**src/hw/fault_status_pkg.sv**
```systemverilog
package fault_status_pkg;

	// ************************************************************
	// Register map
	// ************************************************************
	localparam logic [6:0] THERMAL_STATUS_ADDR   = 7'h42;
	localparam logic [6:0] DEVICE_STATUS_ADDR    = 7'h43;
	localparam logic [6:0] BUS_FAULT_STATUS_ADDR = 7'h44;

	// ************************************************************
	// Field positions and masks
	// ************************************************************
	localparam int unsigned SHUT2_BIT     = 2;
	localparam int unsigned SHUT1_BIT     = 1;
	localparam int unsigned PREWARN_BIT   = 0;
	localparam int unsigned PREV_LSB      = 6;
	localparam int unsigned WDCNT_LSB     = 2;
	localparam int unsigned SPI_FAIL_BIT  = 1;
	localparam int unsigned FAILURE_BIT   = 0;
	localparam int unsigned LIN1_LSB      = 5;
	localparam int unsigned CAN_LSB       = 1;
	localparam int unsigned CAN_UV_BIT    = 0;

	localparam logic [7:0] THERMAL_VALID_MASK = 8'h07;
	localparam logic [7:0] DEVICE_VALID_MASK  = 8'hCF;
	localparam logic [7:0] BUS_VALID_MASK     = 8'h67;
	localparam logic [7:0] DEVICE_HW_MASK     = 8'h0C;

	// ************************************************************
	// Reset and restart values
	// ************************************************************
	localparam logic [7:0] STATUS_RESET_VALUE  = 8'h00;
	localparam logic [7:0] THERMAL_RESTART_KEEP = 8'h07;
	localparam logic [7:0] DEVICE_RESTART_KEEP  = 8'hCF;
	localparam logic [7:0] BUS_RESTART_KEEP     = 8'h67;

	// ************************************************************
	// Encodings
	// ************************************************************
	typedef enum logic [1:0] {
		PREV_CLEARED = 2'b00,
		PREV_FAILURE = 2'b01,
		PREV_SLEEP   = 2'b10
	} prev_state_t;

	localparam logic [1:0] WDCNT_ZERO = 2'h0;
	localparam logic [1:0] WDCNT_ONE  = 2'h1;
	localparam logic [1:0] WDCNT_MAX  = 2'h2;

	localparam logic [2:0] CONFIG_0 = 3'h0;
	localparam logic [2:0] CONFIG_2 = 3'h2;
	localparam logic [2:0] CONFIG_4 = 3'h4;

	// ************************************************************
	// Carriers
	// ************************************************************
	typedef struct packed {
		logic       valid;
		logic       clear;
		logic [6:0] addr;
	} cmd_t;

	typedef struct packed {
		logic       thermal_shutdown_level2;
		logic       thermal_shutdown_level1;
		logic       thermal_prewarning;
		logic       spi_invalid;
		logic       fail_output_ext;
		logic       illegal_sleep;
		logic       sleep_uncleared_wake;
		logic       sleep_exit;
		logic       failure_restart;
	} fault_evt_t;

	typedef struct packed {
		logic       lin_valid;
		logic [1:0] lin_code;
		logic       can_valid;
		logic [1:0] can_code;
	} bus_evt_t;

endpackage : fault_status_pkg

```
**src/hw/sbc_fault_status_regs.sv**
```systemverilog
`timescale 1ns/1ns
module sbc_fault_status_regs
	import fault_status_pkg::*;
(
	input  wire logic                          CORE_CLK_I,
	input  wire logic                          SYS_RST_I,
	input  wire logic                          SOFT_RST_I,
	input  wire logic                          RESTART_I,
	input  wire fault_status_pkg::cmd_t        CMD_I,
	input  wire fault_status_pkg::fault_evt_t  EVT_I,
	input  wire fault_status_pkg::bus_evt_t    BUS_EVT_I,
	input  wire logic                          CAN_SUPPLY_LOW_I,
	input  wire logic                          CAN_MODE1_I,
	input  wire logic [2:0]                    CONFIG_I,
	input  wire logic                          WD_ERR_I,
	input  wire logic                          WD_OK_I,
	input  wire logic                          WD_STOP_I,
	input  wire logic                          WD_STOP_BY_FAIL_I,
	output logic [7:0]                         RD_DATA_O,
	output logic                               RD_VALID_O,
	output logic                               FAIL_OUT_O,
	output logic                               FAILSAFE_REQ_O,
	output logic                               WD_RESTART_O,
	output logic                               CAN_TX_OFF_O
);
	import fault_status_pkg::*;

	// ************************************************************
	// State
	// ************************************************************
	logic [7:0] therm_q, therm_d;
	logic [7:0] dev_q, dev_d;
	logic [7:0] bus_q, bus_d;
	logic       frozen_q, frozen_d;
	logic       failout_q, failout_d;
	logic       fs_q, fs_d;
	logic       wdrst_q, wdrst_d;
	logic       cantx_q, cantx_d;
	logic [7:0] rdata_q, rdata_d;
	logic       rvalid_q, rvalid_d;

	logic       clr_therm, clr_dev, clr_bus;
	logic       can_uv;
	logic       fail_evt;
	logic [1:0] cnt;
	logic [1:0] thr;

	// ************************************************************
	// Next state
	// ************************************************************
	always_comb begin
		clr_therm = CMD_I.valid && CMD_I.clear && CMD_I.addr == THERMAL_STATUS_ADDR;
		clr_dev   = CMD_I.valid && CMD_I.clear && CMD_I.addr == DEVICE_STATUS_ADDR;
		clr_bus   = CMD_I.valid && CMD_I.clear && CMD_I.addr == BUS_FAULT_STATUS_ADDR;
		// Comparator output ignored while CAN_MODE1_I is low, outside the CAN mode that powers it
		can_uv    = CAN_SUPPLY_LOW_I && CAN_MODE1_I;
		therm_d   = therm_q;
		dev_d     = dev_q;
		bus_d     = bus_q;
		frozen_d  = frozen_q;
		failout_d = failout_q;
		fs_d      = EVT_I.thermal_shutdown_level2;
		wdrst_d   = 1'b0;
		cantx_d   = can_uv;
		fail_evt  = 1'b0;
		cnt       = dev_q[WDCNT_LSB +: 2];
		thr       = (CONFIG_I == CONFIG_2) ? WDCNT_ONE : WDCNT_MAX;

		if (RESTART_I) begin
			therm_d = therm_d & THERMAL_RESTART_KEEP;
			dev_d   = dev_d & DEVICE_RESTART_KEEP;
			bus_d   = bus_d & BUS_RESTART_KEEP;
		end

		// Clears first so that same-cycle events below win
		if (clr_therm) begin
			therm_d = STATUS_RESET_VALUE;
		end
		if (clr_dev) begin
			dev_d = dev_d & DEVICE_HW_MASK;
		end
		if (clr_bus) begin
			bus_d = STATUS_RESET_VALUE;
		end

		therm_d[SHUT2_BIT]   = therm_d[SHUT2_BIT] | EVT_I.thermal_shutdown_level2;
		therm_d[SHUT1_BIT]   = therm_d[SHUT1_BIT] | EVT_I.thermal_shutdown_level1;
		therm_d[PREWARN_BIT] = therm_d[PREWARN_BIT] | EVT_I.thermal_prewarning;

		dev_d[SPI_FAIL_BIT] = dev_d[SPI_FAIL_BIT] | EVT_I.spi_invalid;

		// Watchdog failure counter, the only self-maintained field
		if (WD_OK_I) begin
			cnt      = WDCNT_ZERO;
			frozen_d = 1'b0;
		end else if (WD_ERR_I) begin
			wdrst_d = 1'b1;
			if (cnt != WDCNT_MAX) begin
				cnt = cnt + WDCNT_ONE;
			end
			if (CONFIG_I == CONFIG_2 || CONFIG_I == CONFIG_4) begin
				frozen_d = 1'b1;
			end
			// Config 0 threshold is two, so a first failure only restarts
			if (cnt >= thr) begin
				fail_evt = 1'b1;
			end
		end else if (WD_STOP_I && !WD_STOP_BY_FAIL_I && !frozen_q) begin
			cnt = WDCNT_ZERO;
		end
		dev_d[WDCNT_LSB +: 2] = cnt;

		if (fail_evt || EVT_I.fail_output_ext) begin
			failout_d          = 1'b1;
			dev_d[FAILURE_BIT] = 1'b1;
		end

		// Failure cause outranks a sleep cause in the same cycle
		if (WD_ERR_I || EVT_I.thermal_shutdown_level2 || EVT_I.failure_restart
			|| EVT_I.illegal_sleep) begin
			dev_d[PREV_LSB +: 2] = PREV_FAILURE;
		end else if (EVT_I.sleep_uncleared_wake || EVT_I.sleep_exit) begin
			dev_d[PREV_LSB +: 2] = PREV_SLEEP;
		end

		if (BUS_EVT_I.lin_valid) begin
			bus_d[LIN1_LSB +: 2] = BUS_EVT_I.lin_code;
		end
		if (BUS_EVT_I.can_valid) begin
			bus_d[CAN_LSB +: 2] = BUS_EVT_I.can_code;
		end
		bus_d[CAN_UV_BIT] = bus_d[CAN_UV_BIT] | can_uv;

		therm_d = therm_d & THERMAL_VALID_MASK;
		dev_d   = dev_d & DEVICE_VALID_MASK;
		bus_d   = bus_d & BUS_VALID_MASK;

		if (SOFT_RST_I) begin
			therm_d   = STATUS_RESET_VALUE;
			dev_d     = STATUS_RESET_VALUE;
			bus_d     = STATUS_RESET_VALUE;
			frozen_d  = 1'b0;
			failout_d = 1'b0;
		end
	end

	// ************************************************************
	// Read path
	// ************************************************************
	always_comb begin
		rvalid_d = CMD_I.valid;
		rdata_d  = STATUS_RESET_VALUE;
		// Byte returned is the content before any clear of this command
		case (CMD_I.addr)
			THERMAL_STATUS_ADDR: begin
				rdata_d = therm_q;
			end
			DEVICE_STATUS_ADDR: begin
				rdata_d = dev_q;
			end
			BUS_FAULT_STATUS_ADDR: begin
				rdata_d = bus_q;
			end
			default: begin
				rdata_d = STATUS_RESET_VALUE;
			end
		endcase
	end

	always_ff @(posedge CORE_CLK_I or posedge SYS_RST_I) begin
		if (SYS_RST_I) begin
			therm_q  <= STATUS_RESET_VALUE;
			dev_q    <= STATUS_RESET_VALUE;
			bus_q    <= STATUS_RESET_VALUE;
			frozen_q <= 1'b0;
			failout_q <= 1'b0;
			fs_q     <= 1'b0;
			wdrst_q  <= 1'b0;
			cantx_q  <= 1'b0;
			rdata_q  <= STATUS_RESET_VALUE;
			rvalid_q <= 1'b0;
		end else begin
			therm_q  <= therm_d;
			dev_q    <= dev_d;
			bus_q    <= bus_d;
			frozen_q <= frozen_d;
			failout_q <= failout_d;
			fs_q     <= fs_d;
			wdrst_q  <= wdrst_d;
			cantx_q  <= cantx_d;
			rdata_q  <= rdata_d;
			rvalid_q <= rvalid_d;
		end
	end

	assign RD_DATA_O      = rdata_q;
	assign RD_VALID_O     = rvalid_q;
	assign FAIL_OUT_O     = failout_q;
	assign FAILSAFE_REQ_O = fs_q;
	assign WD_RESTART_O   = wdrst_q;
	assign CAN_TX_OFF_O   = cantx_q;
endmodule : sbc_fault_status_regs

```
**config.mk**
```make
export PLATFORM = sky130hd
export DESIGN_NAME = sbc_fault_status_regs
export DESIGN_NICKNAME = d
export VERILOG_FILES = /design/src/hw/fault_status_pkg.sv /design/src/hw/sbc_fault_status_regs.sv
export SDC_FILE = /design/constraint.sdc
export NUM_CORES = 1
export LEC_CHECK = 0
export BUFFER_PORTS_ARGS = -buffer_cell sky130_fd_sc_hd__buf_2
export CORE_MARGIN = 2
export CORE_UTILIZATION = 40
export DETAILED_ROUTE_END_ITERATION = 6
export MAX_ROUTING_LAYER = met4
export PLACE_DENSITY_LB_ADDON = 0.3
export SYNTH_ARGS = -nofsm -noshare
export SYNTH_HDL_FRONTEND = slang
export SYNTH_SLANG_ARGS = --single-unit
export TNS_END_PERCENT = 100
```
**constraint.sdc**
```tcl
create_clock -name CORE_CLK_I -period 1.8 [get_ports CORE_CLK_I]
set_clock_uncertainty 0.1 [all_clocks]
set_input_delay 0.27 -clock CORE_CLK_I [delete_from_list [all_inputs] [get_ports CORE_CLK_I]]
set_output_delay 0.27 -clock CORE_CLK_I [all_outputs]
set_load 0.02 [all_outputs]
```
==> impl_metrics.json <==
{
  "status": "finished, violations left",
  "failed_checks": "negative setup slack",
  "grt_pass1_wl_um": 4530,
  "final_area_mm2": 0.00163,
  "cts.clk_slew.worst_paths_ns": 0.14,
  "grt_usage_pct": 17.7,
  "nets": 205,
  "required_ns": 1.91,
  "postLayoutSetupSlackWorst_ns": -0.00370,
  "hold_path.class": "in -> reg",
  "worst_setup_path_start_kind": "flop",
  "area_delta_synth_final_pct": 32.3,
  "ir_drop_mv": 0.265,
  "drc": 0,
  "seq_area_frac_synth_pct": 54.8,
  "grt-ovfl-total": 0,
  "cts.htree.levels": 1,
  "whs_ns": 0.0309,
  "synth_seq_cells": 27,
  "multi_input_area_um2": 529,
  "core_area_mm2": 0.00300,
  "netlist_top_cells_area": "dfrtp_1, a22o_1, inv_1",
  "max_cap_violations": 0,
  "detail-route-antenna-nets": 0,
  "floorplan.initialDensity_pct": 41.1,
  "crit_fanout": 2,
  "ios": 50,
  "numCtsBuffers": 3,
  "synth_cell_types": 36,
  "dieArea_mm2": 0.00354,
  "clock_latency_ns": 0.32,
  "antenna_found_initial": 0,
  "cts_tree": "built",
  "wl_um": 2830,
  "post_drt_wl_per_cell_um": 14.3,
  "viasPerCell": 5.24,
  "setup_violations": 1,
  "fillers": 278,
  "synth_nets": 148,
  "period_minus_slack_ns": 1.80,
  "worstSetupPathType": "reg -> reg",
  "cts_num_sinks": 27,
  "p_leak_nw": 0.850,
  "regArea_um2": 676,
  "synth.avg_cell_area_um2": 11.4,
  "syn_inst": 108,
  "vias": 1032,
  "period_share_pct": 100,
  "setup_tns_ns": -0.00370,
  "grt_pass1_vias": 1019,
  "synth.top_cell.area_share_pct": 54.8,
  "synth.largest_area_cell": "dfrtp_1",
  "die_w_um": 59.5,
  "drtIter0Drc": 21,
  "drive_above_1_share_pct": 45.7,
  "grt_start_max_net_pins": 28,
  "yosys_warnings": 0,
  "syn_area_mm2": 0.00123,
  "firstDrtPassIters": 4,
  "fmax_mhz": 554,
  "rsz0062_at_grt": "yes",
  "globalplace.congestion": 0.763,
  "hold_viol_final": 0,
  "worstSetupEndpointType": "flop",
  "place_area_mm2": 0.00152,
  "rows": 20,
  "powerDensity_mw_per_mm2": 665,
  "root_buffer": "clkbuf_4",
  "maxSlewViolCount": 0,
  "p_total_mw": 1.09,
  "cts_buffer_depth": 2,
  "portBuffers": 47,
  "worstPathArrival_ns": 1.91,
  "dp_hpwl_um": 2120,
  "antennaDiodeCount": 0,
  "chipHeight_um": 59.5
}
## critical path, stage by stage (launching register included)
cell and delay, ns:
dfrtp_1 0.41, inv_1 0.06, ha_2 0.18, inv_2 0.05, ha_4 0.22, or3b_4 0.40
a31oi_4 0.20, a21oi_1 0.08
## layout make-up
type	instances	area share (%)
repair buffers	57	19.5
well taps	33	2.53
multi-input cells	65	32.4
flip-flops and latches	27	41.4
clock buffers	4	1.61
inverters	11	2.53
## placed cells by master (no fill, tap or decap), types with 3 or more instances in the layout
cell type,synthesis,layout
clkbuf_4,0,3
a31oi_1,4,3
nor2_1,9,9
buf_2,1,47
inv_1,11,10
and2_1,3,3
dlygate4sd3_1,0,3
mux2_2,3,3
and3_2,3,3
a311oi_1,3,3
a22o_1,6,6
dfrtp_1,27,27
buf_4,1,7
## cells in the mapped netlist
library cell,count
a21oi_1,1
o21ai_0,2
or3b_2,1
mux2_2,3
or2_2,1
and3b_1,2
a22o_1,6
buf_6,1
dfrtp_1,27
conb_1,1
nor3b_1,2
nor4b_4,1
nand2b_1,2
nor2_1,9
nand3_1,2
xor2_1,1
a41o_2,1
nand2_1,2
and2_0,1
nor3_1,1
and3_2,3
buf_4,1
a31o_2,1
ha_1,3
a31oi_1,4
clkbuf_1,2
buf_2,1
and2_1,3
inv_1,11
o311a_1,1
nor4_1,2
a32o_2,1
a311oi_1,3
o2bb2ai_1,2
nor2b_1,1
o32ai_1,2
## cell families after synthesis
logic type                 synth area share, %
AOI/OAI and AO/OA                         15.8
xor gates and xnor gates                 0.710
adders and majority gates                 3.04
buffers and inverters                     5.88
DFF                                       54.8
muxes                                     2.74
other                                    0.304
and+or+nand+nor                           16.7
## report_power, final
part	switching [mW]	internal, mW
combinational	0.0946	0.0865
sequential	0.0139	0.633
clock	0.171	0.0867
total	0.280	0.806
## repair_timing
action                                 in CTS  in global routing
setup endpoints to repair                   2                  2
hold buffers                                3                  0
pin swaps                                   2                  6
endpoints found under the hold margin      29                  0
buffers inserted                            1                  1
gates resized for setup                     4                  3
cloned                                      0                  0
## sequential cells by signal, summed over array words and instances, names as in the netlist, 3 cells and up
register   cells
therm_q        3
bus_q          5
dev_q          6
RD_DATA_O      7
## metal layers
metal / global-route usage, % / vias up / share of wire (%)
li1: - / 497 / -
met3: 2.18 / 2 / 4.5
met4: 6.67 / 0 / 0.85
met5: - / - / 0
met2: 28.3 / 29 / 49
met1: 23.2 / 504 / 46
## through the flow
stage / instances / util (%) / setup WS, ns
floorplan: 108 / - / 0.0513
global placement: 188 / 50.7 / -0.0938
detailed placement: 188 / 50.7 / -0.105
CTS: 196 / 53.5 / 0.0177
global route: 197 / 54.3 / -0.0639
finish: 197 / 54.3 / -0.00370
## path summary, 6_finish.rpt
path / start / to / slack [ns] / depth (start not counted)
setup / recovery: dev_q[2] / FAIL_OUT_O / -0.004 / 7
hold / removal: WD_OK_I / frozen_q / 0.03 / 2
setup reg to reg: dev_q[2] / FAIL_OUT_O / -0.004 / 7
hold reg to reg: bus_q[5] / RD_DATA_O[5] / 0.41 / 1
max in group asynchronous: SYS_RST_I / bus_q[1] / 0.92 / 4
min in group asynchronous: SYS_RST_I / RD_VALID_O / 0.42 / 4
Note: power is estimated with default switching activity, not from simulation.
